### src/ievt_pkg.sv
// ============================================================
// shared constants of the internal event block
package ievt_pkg;

  localparam int NUM_CH = 5;
  localparam int NUM_SRC = 5;
  localparam int ADDR_W = 8;
  localparam int DATA_W = 32;
  localparam int CODE_W = 6;
  localparam int OPT_W = 16;
  localparam int SP_W = 16;
  localparam int GRP_W = 4;

  // ============================================================
  // register map, byte addresses
  localparam logic [7:0] REG_TYPE_BASE = 8'h00;
  localparam logic [7:0] REG_OPT_BASE = 8'h04;
  localparam logic [7:0] REG_CH_STRIDE = 8'h08;
  localparam logic [7:0] REG_STATUS = 8'h28;
  localparam logic [7:0] REG_IRQ_STAT = 8'h2c;
  localparam logic [7:0] REG_IRQ_CLR = 8'h30;
  localparam logic [7:0] REG_IRQ_EN = 8'h34;
  localparam logic [7:0] REG_SETPOINT = 8'h38;

  // ============================================================
  // field positions and reset values
  localparam int STAT_EVT_LSB = 0;
  localparam int STAT_STBY_LSB = 8;
  localparam int STAT_GRP_LSB = 16;
  localparam int IRQ_RISE_LSB = 0;
  localparam int IRQ_FALL_LSB = 8;
  localparam int DIG_POL_LSB = 0;
  localparam int DIG_STBY_LSB = 4;
  localparam int DIG_HALT_LSB = 8;
  localparam logic [CODE_W-1:0] TYPE_RST = 6'h00;
  localparam logic [OPT_W-1:0] OPT_RST = 16'h0000;
  localparam logic [NUM_CH-1:0] IRQ_EN_RST = 5'h00;

  // ============================================================
  // operation type codes
  localparam logic [CODE_W-1:0] CODE_NONE = 6'h00;
  localparam logic [CODE_W-1:0] CODE_LIMIT_LAST = 6'h0f;
  localparam logic [CODE_W-1:0] CODE_HEAT1_BURN = 6'h10;
  localparam logic [CODE_W-1:0] CODE_HEAT1_SHORT = 6'h11;
  localparam logic [CODE_W-1:0] CODE_HEAT2_BURN = 6'h12;
  localparam logic [CODE_W-1:0] CODE_HEAT2_SHORT = 6'h13;
  localparam logic [CODE_W-1:0] CODE_DIAG1 = 6'h14;
  localparam logic [CODE_W-1:0] CODE_DIAG2 = 6'h15;
  localparam logic [CODE_W-1:0] CODE_DIAG3 = 6'h16;
  localparam logic [CODE_W-1:0] CODE_ALARM = 6'h17;
  localparam logic [CODE_W-1:0] CODE_HALTED = 6'h18;
  localparam logic [CODE_W-1:0] CODE_MANUAL = 6'h19;
  localparam logic [CODE_W-1:0] CODE_INVALID_A = 6'h1a;
  localparam logic [CODE_W-1:0] CODE_AUTOTUNE = 6'h1b;
  localparam logic [CODE_W-1:0] CODE_RAMP = 6'h1c;
  localparam logic [CODE_W-1:0] CODE_DIRECT = 6'h1d;
  localparam logic [CODE_W-1:0] CODE_SELFTUNE = 6'h1e;
  localparam logic [CODE_W-1:0] CODE_INVALID_B = 6'h1f;
  localparam logic [CODE_W-1:0] CODE_TIMER = 6'h20;

  // limit sources, in code order 1..15 (three codes each)
  localparam int SRC_PV = 0;
  localparam int SRC_DEV = 1;
  localparam int SRC_DEV_FINAL = 2;
  localparam int SRC_SP = 3;
  localparam int SRC_MV = 4;

  // option digit values
  localparam logic [3:0] DIG_ZERO = 4'h0;
  localparam logic [3:0] DIG_ONE = 4'h1;
  localparam logic [3:0] DIG_TWO = 4'h2;

endpackage

### src/ievt_qualify.sv
`timescale 1ns/1ps
`default_nettype none
// ============================================================
// standby qualification, halted forcing and polarity of one channel
module ievt_qualify
  import ievt_pkg::*;
(
  input wire logic clk_sys, // system clock
  input wire logic rst, // async reset, high
  input wire logic enable, // type code is 1..32
  input wire logic rawCond, // on condition before polarity
  input wire logic [3:0] polDigit, // first option digit
  input wire logic [3:0] stbyDigit, // second option digit
  input wire logic [3:0] haltDigit, // third option digit
  input wire logic halted, // halted mode active
  input wire logic haltRelease, // halted to running, one cycle
  input wire logic spChanged, // effective setpoint changed, one cycle
  output logic eventOut, // final event output
  output logic standbyActive // suppression in force
);

  logic standby_r;
  logic stbyOn;
  logic stbyResp;
  logic arm;
  logic qualified;

  assign stbyOn = (stbyDigit == DIG_ONE) || (stbyDigit == DIG_TWO);
  assign stbyResp = (stbyDigit == DIG_TWO);
  assign arm = haltRelease || (stbyResp && spChanged);

  // ============================================================
  // suppression: set at power-up and on arming, left once off seen or when standby or the channel is disabled
  always_ff @(posedge clk_sys or posedge rst)
  begin
    if (rst)
      standby_r <= 1'b1;
    else if (!stbyOn || !enable)
      standby_r <= 1'b0;
    else if (arm)
      standby_r <= 1'b1;
    else if (!rawCond)
      standby_r <= 1'b0;
  end

  // the arming edge suppresses at once, so no one-cycle pulse leaks out after halt release or a setpoint change
  assign qualified = rawCond && !(stbyOn && (standby_r || arm));
  assign standbyActive = standby_r;

  // ============================================================
  // output register: disabled, forced off when halted and the third digit is 1, then polarity
  always_ff @(posedge clk_sys or posedge rst)
  begin
    if (rst)
      eventOut <= 1'b0;
    else if (!enable)
      eventOut <= 1'b0;
    else if (halted && haltDigit == DIG_ONE)
      eventOut <= 1'b0;
    else if (polDigit == DIG_ONE)
      eventOut <= !qualified;
    else
      eventOut <= qualified;
  end

endmodule
`default_nettype wire

### src/ievt_top.sv
// The plain strobed port and the address map were left to the implementer.
`timescale 1ns/1ps
`default_nettype none
// Notes on behaviour
// - each channel takes a type code 0..32; 0 disables; 1..15 are limit checks.
// - codes 7..9 check deviation against the final ramped setpoint.
// - codes 16..19 pick heater burnout and short, sensor one low pair.
// - codes 20..32 pick diagnoses and status sources; 26 and 31 invalid.
// - the option word is four decimal digits, first digit rightmost.
// - first digit picks polarity: 0 direct, 1 reverse.
// - second digit: 0 no standby, 1 standby, 2 standby plus setpoint re-arm.
// - third digit 1 forces the event off while halted.
// - standby holds the event off after halted-to-running; the power-up setting clears at once, as reset leaves the channel disabled.
// - suppression ends after the off condition is seen, or at once when standby or the channel is disabled.
// - mode 2 re-arms when the effective setpoint value changes; a group change alone does not re-arm.
// - no re-arm when the effective setpoint value stays the same.
module ievt_top
  import ievt_pkg::*;
(
  input wire logic clk_sys, // system clock, 50 MHz
  input wire logic rst, // async reset, high
  input wire logic [ievt_pkg::ADDR_W-1:0] regAddr, // register byte address
  input wire logic [ievt_pkg::DATA_W-1:0] regWrData, // write data
  input wire logic regWrStb, // write strobe
  input wire logic regRdStb, // read strobe
  output logic [ievt_pkg::DATA_W-1:0] regRdData, // read data, cycle after strobe
  input wire logic [ievt_pkg::NUM_CH-1:0][ievt_pkg::NUM_SRC-1:0] limHigh, // above high limit, per channel/source
  input wire logic [ievt_pkg::NUM_CH-1:0][ievt_pkg::NUM_SRC-1:0] limLow, // below low limit, per channel/source
  input wire logic [1:0] heaterBurnout, // burnout/over-current per current sensor
  input wire logic [1:0] heaterShort, // short-circuit per current sensor
  input wire logic [2:0] loopDiag, // loop diagnoses 1..3
  input wire logic alarmActive, // alarm status
  input wire logic haltedMode, // halted (not running)
  input wire logic manualMode, // manual mode
  input wire logic autoTuning, // auto tuning running
  input wire logic rampActive, // setpoint ramp running
  input wire logic directAction, // direct control action
  input wire logic selfTuning, // self tuning running
  input wire logic [ievt_pkg::NUM_CH-1:0] timerEvent, // timer status per channel
  input wire logic [ievt_pkg::SP_W-1:0] targetSetpoint, // effective setpoint value
  input wire logic [ievt_pkg::GRP_W-1:0] localSetpointGroup, // selected setpoint group
  output logic [ievt_pkg::NUM_CH-1:0] eventOut, // event outputs
  output logic irq // level interrupt
);

  // ============================================================
  // configuration registers
  logic [NUM_CH-1:0][CODE_W-1:0] typeCode_r;
  logic [NUM_CH-1:0][OPT_W-1:0] optWord_r;
  logic [NUM_CH-1:0] irqEn_r;
  logic [2*NUM_CH-1:0] irqStat_r;
  logic [NUM_CH-1:0] evPrev_r;
  logic [NUM_CH-1:0] standbyActive;
  logic [NUM_CH-1:0] rawCond;
  logic [NUM_CH-1:0] typeWrHit;
  logic [NUM_CH-1:0] optWrHit;
  logic haltedPrev_r;
  logic haltRelease;
  logic [SP_W-1:0] spPrev_r;
  logic spPrimed_r;
  logic spChanged;
  logic [DATA_W-1:0] rdNxt;
  logic [2*NUM_CH-1:0] irqSet;
  logic [2*NUM_CH-1:0] irqClr;

  genvar gi;

  generate
    for (gi = 0; gi < NUM_CH; gi = gi + 1)
    begin : g_wr
      assign typeWrHit[gi] = regWrStb && regAddr == (REG_TYPE_BASE + REG_CH_STRIDE * 8'(gi));
      assign optWrHit[gi] = regWrStb && regAddr == (REG_OPT_BASE + REG_CH_STRIDE * 8'(gi));

      always_ff @(posedge clk_sys or posedge rst)
      begin
        if (rst)
          typeCode_r[gi] <= TYPE_RST;
        else if (typeWrHit[gi])
          typeCode_r[gi] <= regWrData[CODE_W-1:0];
      end

      // four bcd digits, first digit in the low nibble
      always_ff @(posedge clk_sys or posedge rst)
      begin
        if (rst)
          optWord_r[gi] <= OPT_RST;
        else if (optWrHit[gi])
          optWord_r[gi] <= regWrData[OPT_W-1:0];
      end
    end
  endgenerate

  // ============================================================
  // mode transition and setpoint change detection
  always_ff @(posedge clk_sys or posedge rst)
  begin
    if (rst)
      haltedPrev_r <= 1'b0;
    else
      haltedPrev_r <= haltedMode;
  end

  assign haltRelease = haltedPrev_r && !haltedMode;

  // only the effective value is compared, so a group change that keeps the value is silent
  always_ff @(posedge clk_sys or posedge rst)
  begin
    if (rst)
    begin
      spPrev_r <= '0;
      spPrimed_r <= 1'b0;
    end
    else
    begin
      spPrev_r <= targetSetpoint;
      spPrimed_r <= 1'b1;
    end
  end

  assign spChanged = spPrimed_r && (spPrev_r != targetSetpoint);

  // ============================================================
  // condition source selection per channel
  generate
    for (gi = 0; gi < NUM_CH; gi = gi + 1)
    begin : g_ch
      logic [CODE_W-1:0] idx;
      logic [2:0] src;
      logic [1:0] kind;

      // codes 1..15: source = (code-1)/3, kind 0 high 1 low 2 band
      assign idx = typeCode_r[gi] - 6'h01;
      assign src = 3'(idx / 6'h03);
      assign kind = 2'(idx % 6'h03);

      always_comb
      begin
        rawCond[gi] = 1'b0;
        if (typeCode_r[gi] != CODE_NONE && typeCode_r[gi] <= CODE_LIMIT_LAST)
        begin
          // source 2 carries the deviation against the final setpoint
          case (kind)
            2'd0: rawCond[gi] = limHigh[gi][src];
            2'd1: rawCond[gi] = limLow[gi][src];
            default: rawCond[gi] = limHigh[gi][src] || limLow[gi][src];
          endcase
        end
        else
        begin
          case (typeCode_r[gi])
            CODE_HEAT1_BURN: rawCond[gi] = heaterBurnout[0];
            CODE_HEAT1_SHORT: rawCond[gi] = heaterShort[0];
            CODE_HEAT2_BURN: rawCond[gi] = heaterBurnout[1];
            CODE_HEAT2_SHORT: rawCond[gi] = heaterShort[1];
            CODE_DIAG1: rawCond[gi] = loopDiag[0];
            CODE_DIAG2: rawCond[gi] = loopDiag[1];
            CODE_DIAG3: rawCond[gi] = loopDiag[2];
            CODE_ALARM: rawCond[gi] = alarmActive;
            CODE_HALTED: rawCond[gi] = haltedMode;
            CODE_MANUAL: rawCond[gi] = manualMode;
            CODE_AUTOTUNE: rawCond[gi] = autoTuning;
            CODE_RAMP: rawCond[gi] = rampActive;
            CODE_DIRECT: rawCond[gi] = directAction;
            CODE_SELFTUNE: rawCond[gi] = selfTuning;
            CODE_TIMER: rawCond[gi] = timerEvent[gi];
            // invalid codes never turn on before polarity
            CODE_INVALID_A: rawCond[gi] = 1'b0;
            CODE_INVALID_B: rawCond[gi] = 1'b0;
            default: rawCond[gi] = 1'b0;
          endcase
        end
      end

      // fourth digit is ignored
      ievt_qualify u_qual
      (
        .clk_sys(clk_sys),
        .rst(rst),
        .enable(typeCode_r[gi] != CODE_NONE && typeCode_r[gi] <= CODE_TIMER),
        .rawCond(rawCond[gi]),
        .polDigit(optWord_r[gi][DIG_POL_LSB +: 4]),
        .stbyDigit(optWord_r[gi][DIG_STBY_LSB +: 4]),
        .haltDigit(optWord_r[gi][DIG_HALT_LSB +: 4]),
        .halted(haltedMode),
        .haltRelease(haltRelease),
        .spChanged(spChanged),
        .eventOut(eventOut[gi]),
        .standbyActive(standbyActive[gi])
      );
    end
  endgenerate

  // ============================================================
  // interrupt: sticky edges of each event, set wins over clear
  always_ff @(posedge clk_sys or posedge rst)
  begin
    if (rst)
      evPrev_r <= '0;
    else
      evPrev_r <= eventOut;
  end

  assign irqSet = {evPrev_r & ~eventOut, ~evPrev_r & eventOut};
  assign irqClr = (regWrStb && regAddr == REG_IRQ_CLR) ?
                  {regWrData[IRQ_FALL_LSB +: NUM_CH], regWrData[IRQ_RISE_LSB +: NUM_CH]} : '0;

  always_ff @(posedge clk_sys or posedge rst)
  begin
    if (rst)
      irqStat_r <= '0;
    else
      irqStat_r <= irqSet | (irqStat_r & ~irqClr);
  end

  always_ff @(posedge clk_sys or posedge rst)
  begin
    if (rst)
      irqEn_r <= IRQ_EN_RST;
    else if (regWrStb && regAddr == REG_IRQ_EN)
      irqEn_r <= regWrData[NUM_CH-1:0];
  end

  // one enable bit covers both the rise and the fall of its channel
  assign irq = |(irqStat_r & {irqEn_r, irqEn_r});

  // ============================================================
  // register read, data one cycle after the strobe, unmapped reads zero
  always_comb
  begin
    rdNxt = '0;
    for (int i = 0; i < NUM_CH; i++)
    begin
      if (regAddr == REG_TYPE_BASE + REG_CH_STRIDE * 8'(i))
        rdNxt[CODE_W-1:0] = typeCode_r[i];
      if (regAddr == REG_OPT_BASE + REG_CH_STRIDE * 8'(i))
        rdNxt[OPT_W-1:0] = optWord_r[i];
    end
    case (regAddr)
      REG_STATUS:
      begin
        rdNxt[STAT_EVT_LSB +: NUM_CH] = eventOut;
        rdNxt[STAT_STBY_LSB +: NUM_CH] = standbyActive;
        rdNxt[STAT_GRP_LSB +: GRP_W] = localSetpointGroup;
      end
      REG_IRQ_STAT:
      begin
        rdNxt[IRQ_RISE_LSB +: NUM_CH] = irqStat_r[NUM_CH-1:0];
        rdNxt[IRQ_FALL_LSB +: NUM_CH] = irqStat_r[2*NUM_CH-1:NUM_CH];
      end
      REG_IRQ_EN: rdNxt[NUM_CH-1:0] = irqEn_r;
      REG_SETPOINT: rdNxt[SP_W-1:0] = targetSetpoint;
      default: ;
    endcase
  end

  always_ff @(posedge clk_sys or posedge rst)
  begin
    if (rst)
      regRdData <= '0;
    else if (regRdStb)
      regRdData <= rdNxt;
    else
      regRdData <= '0;
  end

endmodule
`default_nettype wire

### config.mk
export PLATFORM = sky130hd
export DESIGN_NAME = ievt_top
export DESIGN_NICKNAME = d
export VERILOG_FILES = /design/src/ievt_pkg.sv /design/src/ievt_qualify.sv /design/src/ievt_top.sv
export SDC_FILE = /design/constraint.sdc
export NUM_CORES = 1
export LEC_CHECK = 0
export BUFFER_PORTS_ARGS = -buffer_cell sky130_fd_sc_hd__clkbuf_2
export CORE_MARGIN = 4
export CORE_UTILIZATION = 53
export DETAILED_ROUTE_END_ITERATION = 8
export GPL_TIMING_DRIVEN = 0
export PLACE_DENSITY = 0.84
export SETUP_SLACK_MARGIN = 0.3
export SLEW_MARGIN = 15
export SYNTH_ARGS = -nofsm -noshare
export SYNTH_HDL_FRONTEND = slang
export SYNTH_SLANG_ARGS = --single-unit
export TNS_END_PERCENT = 20
### constraint.sdc
create_clock -name clk_sys -period 13.2 [get_ports clk_sys]
set_clock_uncertainty 0.15 [all_clocks]
set_input_delay 1.98 -clock clk_sys [delete_from_list [all_inputs] [get_ports clk_sys]]
set_output_delay 1.98 -clock clk_sys [all_outputs]
set_load 0.01 [all_outputs]
Word level (Yosys, flattened, before mapping). Cells that the tools add are included.

Register bits after elaboration: 190. Output and inout bits: 38. Word-level logic and storage cells: 369.

Add/sub/neg operators: 5. Divide/modulo/power cells: 10. Order comparisons: 15. Eq/ne operators: 120. Mux-type cells: 82. Bitwise gates (word level): 8. Reduce and logical (&&, ||, !) cells: 102.

Operators by type and width (number): == test 6 x 5 -> 1 bit, second input constant (70); 2-to-1 mux 16 bit (5); one-hot mux 1 bit (15 select lines) (5); == test 4 x 1 -> 1 bit, second input constant (15); == test 8 x 6 -> 1 bit, second input constant (7); 2-to-1 mux 1 bit (45); logical AND 1 bit (44); == test 8 x 5 -> 1 bit, second input constant (4); binary-select mux 1 bit (select 3 bit) (10); divider 6 x 2 -> 6 bit, second input constant (5); == test 6 bit, second input constant (5); less-or-equal comparator 6 x 4 -> 1 bit, second input constant (5); less-or-equal comparator 6 bit, second input constant (5); remainder unit 6 x 2 -> 6 bit, second input constant (5); 2-to-1 mux 6 bit (5); nonzero test 6 bit (5); subtractor 6 x 1 -> 6 bit, second input constant (5); logical OR 1 bit (25); logical NOT 1 bit (21); AND 10 bit (2); == test 4 x 2 -> 1 bit, second input constant (5); less-than comparator 3 x 4 -> 1 bit, second input constant (5); 2-to-1 mux 20 bit (1); one-hot mux 5 bit (4 select lines) (1); 17 further kinds (37).

Logic depth before layout (Yosys ltp). Gate-level depths: netlist of run 1.

Depth after elaboration: 13. Depth in mapped cells: 30.

Cells and area by module. Synthesis of run 1 repeated with hierarchy kept, for this count alone.

Cells, all modules: 1318. Area total of the unflattened synthesis: 12630.9 µm².

Modules (own cells, without submodules): ievt_top (times used 1, cells each 1238, area each 11842.6 µm², seq. area each 4204.0 µm²); ievt_qualify (times used 5, cells each 16, area each 157.7 µm², seq. area each 51.3 µm²).

Least setup slack after synthesis of run 1. No wires, ideal clock.

Kind: reg2reg. Start point: register typeCode_r[6] (netlist bit). End point: register g_ch[1].u_qual.eventOut. Setup time: 0.079 ns. Data arrival time: 5.912 ns. Required time: 12.971 ns. Path slack: 7.058 ns. Cell stages (with the launch flop): 25. Period minus slack after synthesis: 6.142 ns. Cell sequence: dfrtp_1 clkbuf_1 inv_1 ha_1 nor3b_1 or3b_2 and2_1 inv_1 ha_1 a2111oi_4 a31o_2 a21oi_1 o2bb2ai_1 ha_1 a211oi_1 nand3b_1 xnor2_1 ha_1 or4b_1 o21ai_2 mux2_1 a221o_1 o32a_1 nor2_1 mux2i_1.

Longest elaborated chain between the ends: 12.

RTL lines: from (decl) (RTL line ievt_top.sv:48) `logic [NUM_CH-1:0][CODE_W-1:0] typeCode_r;`; from (signal, indexed assignment) (RTL line ievt_top.sv:79) `typeCode_r[gi] <= regWrData[CODE_W-1:0];`; subtractor 6 x 1 -> 6 bit (RTL line ievt_top.sv:132) `assign idx = typeCode_r[gi] - 6'h01;`; divider 6 x 2 -> 6 bit (RTL line ievt_top.sv:133) `assign src = 3'(idx / 6'h03);`; binary-select mux 1 bit (select 3 bit), on equally long branches (RTL line ievt_top.sv:143, ievt_top.sv:145, ievt_top.sv:144); 2-to-1 mux 1 bit, on equally long branches (RTL line ievt_top.sv:143, ievt_top.sv:145, ievt_top.sv:144); logical OR 1 bit (RTL line ievt_top.sv:145) `default: rawCond[gi] = limHigh[gi][src] || limLow[gi][src];`; one-hot mux 1 bit (2 select lines) (RTL line ievt_top.sv:142) `case (kind)`; 2-to-1 mux 1 bit (RTL line ievt_top.sv:139) `if (typeCode_r[gi] != CODE_NONE && typeCode_r[gi] <= CODE_LIMIT_LAST)`; logical AND 1 bit (RTL line ievt_qualify.sv:47) `assign qualified = rawCond && !(stbyOn && (standby_r || arm));`; logical NOT 1 bit (RTL line ievt_qualify.sv:61) `eventOut <= !qualified;`; 2-to-1 mux 1 bit (RTL line ievt_qualify.sv:60) `else if (polDigit == DIG_ONE)`; 2-to-1 mux 1 bit (RTL line ievt_qualify.sv:58) `else if (halted && haltDigit == DIG_ONE)`; 2-to-1 mux 1 bit * (RTL line ievt_qualify.sv:56) `else if (!enable)`; to (signal assigned) (RTL line ievt_qualify.sv:61); to (signal assigned) (RTL line ievt_qualify.sv:63) `eventOut <= qualified;`; to (decl) (RTL line ievt_qualify.sv:18) `output logic eventOut,`.

Every way passes the cells marked *; elsewhere a longest branch is shown, timed or not. The select of a mux whose other input is x is not followed. A chain may end at the register's enable or synchronous reset.

Worst setup path in the final report of run 1.
Start point: register typeCode_r[12] (netlist bit). End point: register g_ch[2].u_qual.eventOut.

Longest elaborated chain between the ends: 12.

RTL lines (RTL line): subtractor 6 x 1 -> 6 bit (ievt_top.sv:132); divider 6 x 2 -> 6 bit (ievt_top.sv:133); binary-select mux 1 bit (select 3 bit), on equally long branches (ievt_top.sv:143, ievt_top.sv:145, ievt_top.sv:144); 2-to-1 mux 1 bit, on equally long branches (ievt_top.sv:143, ievt_top.sv:145, ievt_top.sv:144); logical OR 1 bit (ievt_top.sv:145); one-hot mux 1 bit (2 select lines) (ievt_top.sv:142); 2-to-1 mux 1 bit (ievt_top.sv:139); logical AND 1 bit (ievt_qualify.sv:47); logical NOT 1 bit (ievt_qualify.sv:61); 2-to-1 mux 1 bit (ievt_qualify.sv:60); 2-to-1 mux 1 bit (ievt_qualify.sv:58); 2-to-1 mux 1 bit * (ievt_qualify.sv:56); to (signal assigned) (ievt_qualify.sv:61); to (signal assigned) (ievt_qualify.sv:63); to (decl) (ievt_qualify.sv:18).

Marked as above.

==> results of run 1 <==
cell usage after synthesis (14+ instances only):
library cell	number	area share
nand4_1	19	0.0089
ha_1	45	0.042
a211oi_1	17	0.0096
xnor2_1	34	0.022
a31oi_1	27	0.013
buf_4	17	0.0096
nor2_1	85	0.024
dfrtp_1	173	0.32
a21oi_1	70	0.026
a22oi_1	54	0.030
o21ai_0	63	0.024
nand2_1	117	0.033
buf_2	14	0.0053
a221oi_1	17	0.011
mux2_2	124	0.10
inv_1	55	0.015
xor2_1	26	0.017
nor4b_1	14	0.0092
nor3_1	33	0.012
clkbuf_1	47	0.013
nand3_1	43	0.016
nand2b_1	17	0.0080
registers in the layout, summed over array words and instances (netlist names):
signal,count
spPrev_r,16
evPrev_r,5
typeCode_r,30
g_ch.u_qual.standbyActive,5
g_ch.u_qual.eventOut,5
spPrimed_r,1
haltedPrev_r,1
regRdData,20
irqEn_r,5
optWord_r,80
irqStat_r,10
metal layers:
metal	share of wire	vias to the layer above	routed length (um)
met1	0.38	6288	15900
li1	-	5788	-
met5	0	-	0
met3	0.10	194	4260
met4	0.046	0	1900
met2	0.47	813	19300
area by class of cell:
| class | count | area, um2 |
|---|---|---|
| buffer | 86 | 434 |
| sequential | 178 | 4460 |
| multi-input combinational | 1127 | 8270 |
| inverter | 56 | 218 |
| timing repair buffer | 142 | 733 |
| tap | 324 | 405 |
| fill | 2020 | 9350 |
| clock inverter | 14 | 216 |
| antenna | 2 | 5.00 |
| clock buffer | 18 | 439 |
how the worst min path moves through the flow:
stage | startpoint | endpoint | slack, ns | cells after the start
floorplan | g_ch[4].u_qual.eventOut | evPrev_r[4] | 0.25 | 0
global placement | evPrev_r[4] | irqStat_r[4] | 0.28 | 1
detailed placement | evPrev_r[4] | irqStat_r[4] | 0.29 | 1
CTS | evPrev_r[4] | irqStat_r[4] | 0.31 | 1
global route | evPrev_r[4] | irqStat_r[4] | 0.34 | 1
finish | evPrev_r[0] | irqStat_r[0] | 0.31 | 1
kinds of logic (layout without fill, tap and decap cells):
family,after synthesis,in the layout,synth area share
AOI/OAI and AO/OA,426,426,0.237
xor gates and xnor gates,60,60,0.0394
adders and majority gates,45,45,0.0422
buffers and inverters,142,316,0.0483
DFF,178,178,0.335
muxes,140,140,0.119
other,2,15,0.000563
and+or+nand+nor,443,443,0.179
stage by stage:
step	power [mW]	area, um2	setup slack (ns)	hold WS [ns]
6_report	2.16	15200	5.77	0.307
5_1_grt	2.29	15200	5.30	0.345
4_1_cts	2.14	15200	5.96	0.306
3_5_place_dp	1.58	14500	5.99	0.288
3_3_place_gp	1.55	14500	4.58	0.285
2_1_floorplan	1.37	13400	6.25	0.245
power groups by stage:
stage	logic, mW	clock network (mW)	registers [mW]
floorplan	0.763	0	0.604
CTS	0.975	0.559	0.604
global route	1.09	0.587	0.608
finish	0.992	0.559	0.606
global placement	0.935	0	0.612
detailed placement	0.970	0	0.614
==> out/metrics.csv, run 1 <==
stage,metric,value,unit
pwr,Net Switching,0.862,mW
synthesis,post-synthesis register bit count,178,
sta,Final Hold Viols,0,
global_route,largest net degree at the start of global routing,112,
flow_run,Max-Cap Viols,0,
critical_path,Crit path depth,29,
pwr,PD cells,142,nW/um2
die,I/O pins,171,
sta,final slew viol count,0,
pwr,power share of the combinational group,0.460,
synthesis,Synth warnings,0,
synthesis,"Seq/Total Area, Yosys",0.335,
routing,WL final,41.4,mm
placed_design,DP HPWL,30.3,mm
critical_path,CP Max Fanout,10,
global_route,first-pass GRT wire length,64.9,mm
outcome,status,"finished, final reports clean",
critical_path,WS Path Type,register to register,
clock_network,Clock transition at path regs,0.07,ns
global_route,initial antenna violation count,2,
clock_network,Clock Latency Late Sink,0.45,ns
sta,RSZ-0062 raised after global routing,false,
critical_path,CP peak stage delay,0.53,ns
clock_network,CTS Buf Count,17,
critical_path,critical path startpoint,typeCode_r[12],
sta,setup-violating endpoint count in the final report,0,
critical_path,arrival time worst endpoint,7.63,ns
routing,Avg WL per Cell,21.3,um
global_route,GR peak layer,met2,
layout,P&R area growth vs syn,13.9,%
sta,Final period util,0.563,
synthesis,"Distinct cells, synth",104,
clock_network,CTS Buffer Depth,2,
pwr,Reg power frac,0.281,
die,Core Rows,57,
synthesis,"Cell Area, Synth",13300,um2
die,Chip Width,167,um
pwr,Sw Share,0.399,
synthesis,syn_area_per_cell,9.28,um2
critical_path,"Top cell by count, worst path",ha_1,
global_route,grt met1 use,0.357,
routing,vias per cell,6.72,
pwr,Int Power,1.30,mW
global_route,number of global-route vias before repair,12400,
routing,Vias,13100,
sta,final setup TNS,0,ns
pwr,Pleak,6.67,nW
critical_path,CP required,13.40,ns
clock_network,CTS sink cnt,178,
critical_path,CP endpoint kind,register,
placed_design,Placed Cells,1913,
synthesis,Synth Instances,1436,
layout,"most common cell after layout, fill and taps aside",dfrtp_1,
sta,Worst-Margin Slew,0.857,ns
clock_network,Root Buffer,clkbuf_16,
clock_network,CTS H-tree depth,4,
clock_network,cts repair resizes,0,
global_route,grt total ovfl,0,
sta,Max-slew headroom,0.427,
die,die area,27800,um2
die,height of the chip,167,um
critical_path,Crit-path slowest cell,a2bb2oi_1,
critical_path,CP endpoint,g_ch[2].u_qual.eventOut,
critical_path,Critical path buffers and inverters,6,
global_route,met3 Track Usage GR,0.0747,
routing,Initial DRT Pass Iterations,9,
sta,Max Clock Freq,135,MHz
clock_network,Post-CTS Repair Setup Buffers,0,
layout,most frequent cells in the layout,"173 x dfrtp_1, 141 x clkbuf_2, 124 x mux2_2, 117 x nand2_1, 85 x nor2_1",
critical_path,R2R Path End,g_ch[2].u_qual.eventOut,
critical_path,FF-to-FF path depth,29,
critical_path,crit start category,register,
critical_path,Reg-to-Reg Start,typeCode_r[12],
synthesis,main flop type after synthesis,dfrtp_1,
layout,layout cells sized above 1,0.246,
placed_design,routability cong.,0.964,
clock_network,CTS tree,built,
global_route,total track usage,0.284,
layout,Finished Layout Cells,1947,
critical_path,"Largest delay share family, worst path",compound AO/OA/AOI/OAI gates,
critical_path,register-to-register setup slack,5.77,ns
routing,post-route ant nets,0,
layout,fin nets,1786,
clock_network,# hold bufs at CTS,0,
pwr,maximum vdd ir drop,0.101,mV
sta,"Min Clock Period, post-route",7.43,ns
placed_design,port bufs,141,
die,Core ar.,24500,um2
global_route,met2 Usage GRT,0.461,
synthesis,"Async S/R FF share, synth",1.00,
routing,DR iter-0 viols,1446,
die,Initial Util,0.543,
worst_hold_path,HP Class,register to register,
pwr,clock network power share,0.259,
layout,utilization after layout,0.619,
synthesis,"EDFF count, synth",0,
routing,DRC errors left,0,
(Power assumes the default switching activity.)
==> run 2, diff against run 1 <==
- ABC_AREA: not set -> 1
- clock period: 13.2 -> 7.2 ns (I/O delays scaled with it)
==> run 2 against run 1 <==
The flow now finishes with violations (DRC). Design area is 3.8% lower. Clock power is 74% higher. Global-route usage is 0.90 points higher. Worst setup slack worse by 4.1 ns. Core utilization hardly changed. Via count is 2.0% higher. Worst hold slack worse by 0.057 ns. Sequential power is 80% higher. Area after synthesis is 3.9% lower. Combinational power is 91% higher. Clock-buffer cell count stayed put. Flip-flop and latch count stayed put. Critical path type unchanged. Largest power group unchanged. Highest routed layer unchanged.
==> out/metrics.csv, run 2 <==
stage,metric,value,unit
outcome,status,"complete, but fails checks",
outcome,failing checks,DRC,
worst_hold_path,HP Class,register to register,
die,die area,26700,um2
synthesis,area share of the largest cell type after synthesis,0.338,
clock_network,CTS Buffer Depth,2,
placed_design,port bufs,142,
clock_network,Post-CTS Repair Setup Buffers,0,
layout,Finished Layout Cells,2327,
layout,fin nets,2173,
sta,final setup TNS,0,ns
synthesis,"EDFF count, synth",0,
routing,Avg WL per Cell,17.0,um
synthesis,Synth area leader,dfrtp_1,
global_route,initial antenna violation count,0,
synthesis,top-count cell post-synth,nand2_1,
critical_path,CP Max Fanout,8,
layout,diodes inserted,0,
critical_path,critical path startpoint,typeCode_r[12],
sta,RSZ-0062 raised after global routing,false,
pwr,PD cells,271,nW/um2
layout,most frequent cells in the layout,"463 x nand2_1, 273 x inv_1, 173 x dfrtp_1, 172 x o21ai_0, 142 x clkbuf_2",
clock_network,CTS sink cnt,178,
clock_network,CTS tree,built,
critical_path,Reg-to-Reg Start,typeCode_r[12],
routing,DRC errors left,2,
clock_network,# hold bufs at CTS,0,
layout,area occupied by multi-input gates,7030,um2
clock_network,Clock transition at path regs,0.07,ns
synthesis,Synth warnings,0,
sta,final slew viol count,0,
synthesis,syn_area_per_cell,7.03,um2
layout,biggest regs,"optWord_r (80), typeCode_r (30), regRdData (20)",
clock_network,CTS H-tree depth,4,
sta,Worst-Margin Slew,0.880,ns
global_route,grt total ovfl,0,
layout,FILL cells,2161,
layout,layout cells sized above 1,0.156,
sta,Final Hold Viols,0,
pwr,maximum vdd ir drop,0.212,mV
placed_design,routability cong.,0.979,
critical_path,CP endpoint kind,register,
synthesis,Synth area leaders,"dfrtp_1 34%, nand2_1 14%, inv_1 8.0%",
routing,Initial DRT Pass Iterations,9,
placed_design,Placed Cells,2295,
layout,number of flip-flops under the largest register name,80,
routing,post-route ant nets,0,
die,I/O pins,171,
die,Initial Util,0.542,
synthesis,post-synthesis register bit count,178,
clock_network,CTS Buf Count,17,
die,Chip Width,163,um
layout,Largest Register,optWord_r,
global_route,total track usage,0.293,
sta,Max Clock Freq,180,MHz
global_route,largest net degree at the start of global routing,118,
sta,"Min Clock Period, post-route",5.56,ns
routing,WL final,39.5,mm
sta,Max-slew headroom,0.398,
synthesis,Synth Instances,1822,
placed_design,DP HPWL,30.8,mm
routing,vias per cell,5.74,
critical_path,"Top cell by count, worst path",nand2_1,
clock_network,Clock Latency Late Sink,0.44,ns
clock_network,cts repair resizes,0,
critical_path,CP peak stage delay,0.46,ns
layout,"most common cell after layout, fill and taps aside",nand2_1,
synthesis,"Distinct cells, synth",55,
layout,P&R area growth vs syn,14.0,%
sta,Final period util,0.773,
routing,DR iter-0 viols,1408,
die,Core Rows,56,
synthesis,commonest cells in the netlist,"463 x nand2_1, 274 x inv_1, 173 x dfrtp_1",
critical_path,Crit-path slowest cell,dfrtp_1,
critical_path,arrival time worst endpoint,5.74,ns
synthesis,"Seq/Total Area, Yosys",0.348,
synthesis,main flop type after synthesis,dfrtp_1,
die,height of the chip,163,um
critical_path,CP required,7.38,ns
synthesis,"Async S/R FF share, synth",1.00,
die,Core ar.,23600,um2
sta,setup-violating endpoint count in the final report,0,
clock_network,Root Buffer,clkbuf_16,
global_route,number of global-route vias before repair,12300,
flow_run,Max-Cap Viols,0,
critical_path,WS Path Type,register to register,
routing,Vias,13300,
worst_hold_path,Hold Startpoint,g_ch[1].u_qual.eventOut,
global_route,first-pass GRT wire length,62.9,mm
pwr,Pleak,7.30,nW
synthesis,"Cell Area, Synth",12800,um2
layout,register area,4460,um2
critical_path,crit start category,register,
run 2: cell types whose count changed after synthesis, moves of 23 or more:
cell and change:
a31oi_1 -23, mux2_2 -124, a21oi_1 -24, nand2_2 +38
nand3_1 +77, nor2_1 +24, nand4_1 +35, nand2_1 +346
a22oi_1 -54, o21ai_0 +109, inv_1 +219
run 2: logic make-up after synthesis:
logic type,count (synthesis),synth area share
buf+inv,337,0.106
fa+ha+maj,45,0.0440
compound gates,317,0.147
other cells,2,0.000586
xor+xnor,26,0.0189
simple gates,917,0.336
flops,178,0.348
run 2: metrics by stage:
stage	utilization	cell area [um2]	worst slack [ns]	power, mW	hold WS [ns]
floorplan	-	12900	1.15	2.60	0.225
global placement	0.591	14000	-0.696	2.91	0.245
detailed placement	0.593	14000	1.71	2.98	0.250
CTS	0.618	14600	1.68	3.94	0.254
global route	0.618	14600	1.12	4.28	0.259
finish	0.618	14600	1.64	3.95	0.251
run 2: path summary, 6_finish.rpt:
path	endpoint	slack [ns]	cells after the start
setup reg to reg	g_ch[2].u_qual.eventOut	1.64	35
hold / removal	evPrev_r[1]	0.25	0
min in group asynchronous	optWord_r[29]	0.51	2
max in group asynchronous	spPrev_r[6]	5.47	3
setup / recovery	g_ch[2].u_qual.eventOut	1.64	35
hold reg to reg	evPrev_r[1]	0.25	0
run 2: critical path: cells and delay by family (launching register included):
family | cells | cell delay, ns
flip-flops | 1 | 0.46
AND/OR/NAND/NOR | 22 | 2.52
AO/OA/AOI/OAI | 2 | 0.45
adder cells (fa/ha/maj) | 4 | 0.95
XOR/XNOR | 2 | 0.36
buffers and inverters | 5 | 0.58
run 2: final cells by class:
cell class              count  share of cell area
clock inverters            14              0.0121
plain buffers              50              0.0195
multi-input cells        1318               0.481
repair buffers            143              0.0506
clock buffers              18              0.0294
well taps                 319              0.0273
flip-flops and latches    178               0.305
inverters                 287              0.0743
run 2: routing by layer:
layer,track usage,wire length [um],vias to the layer above
met4,0.0804,1090,0
li1,-,-,6367
met3,0.0487,3980,111
met5,0,0,-
met1,0.402,16000,6163
met2,0.481,18400,706
run 2: where the power goes:
group,internal (mW),total [mW],switching (mW)
Clock,0.552,0.973,0.420
Combinational,0.627,1.89,1.26
Sequential,1.05,1.09,0.0467
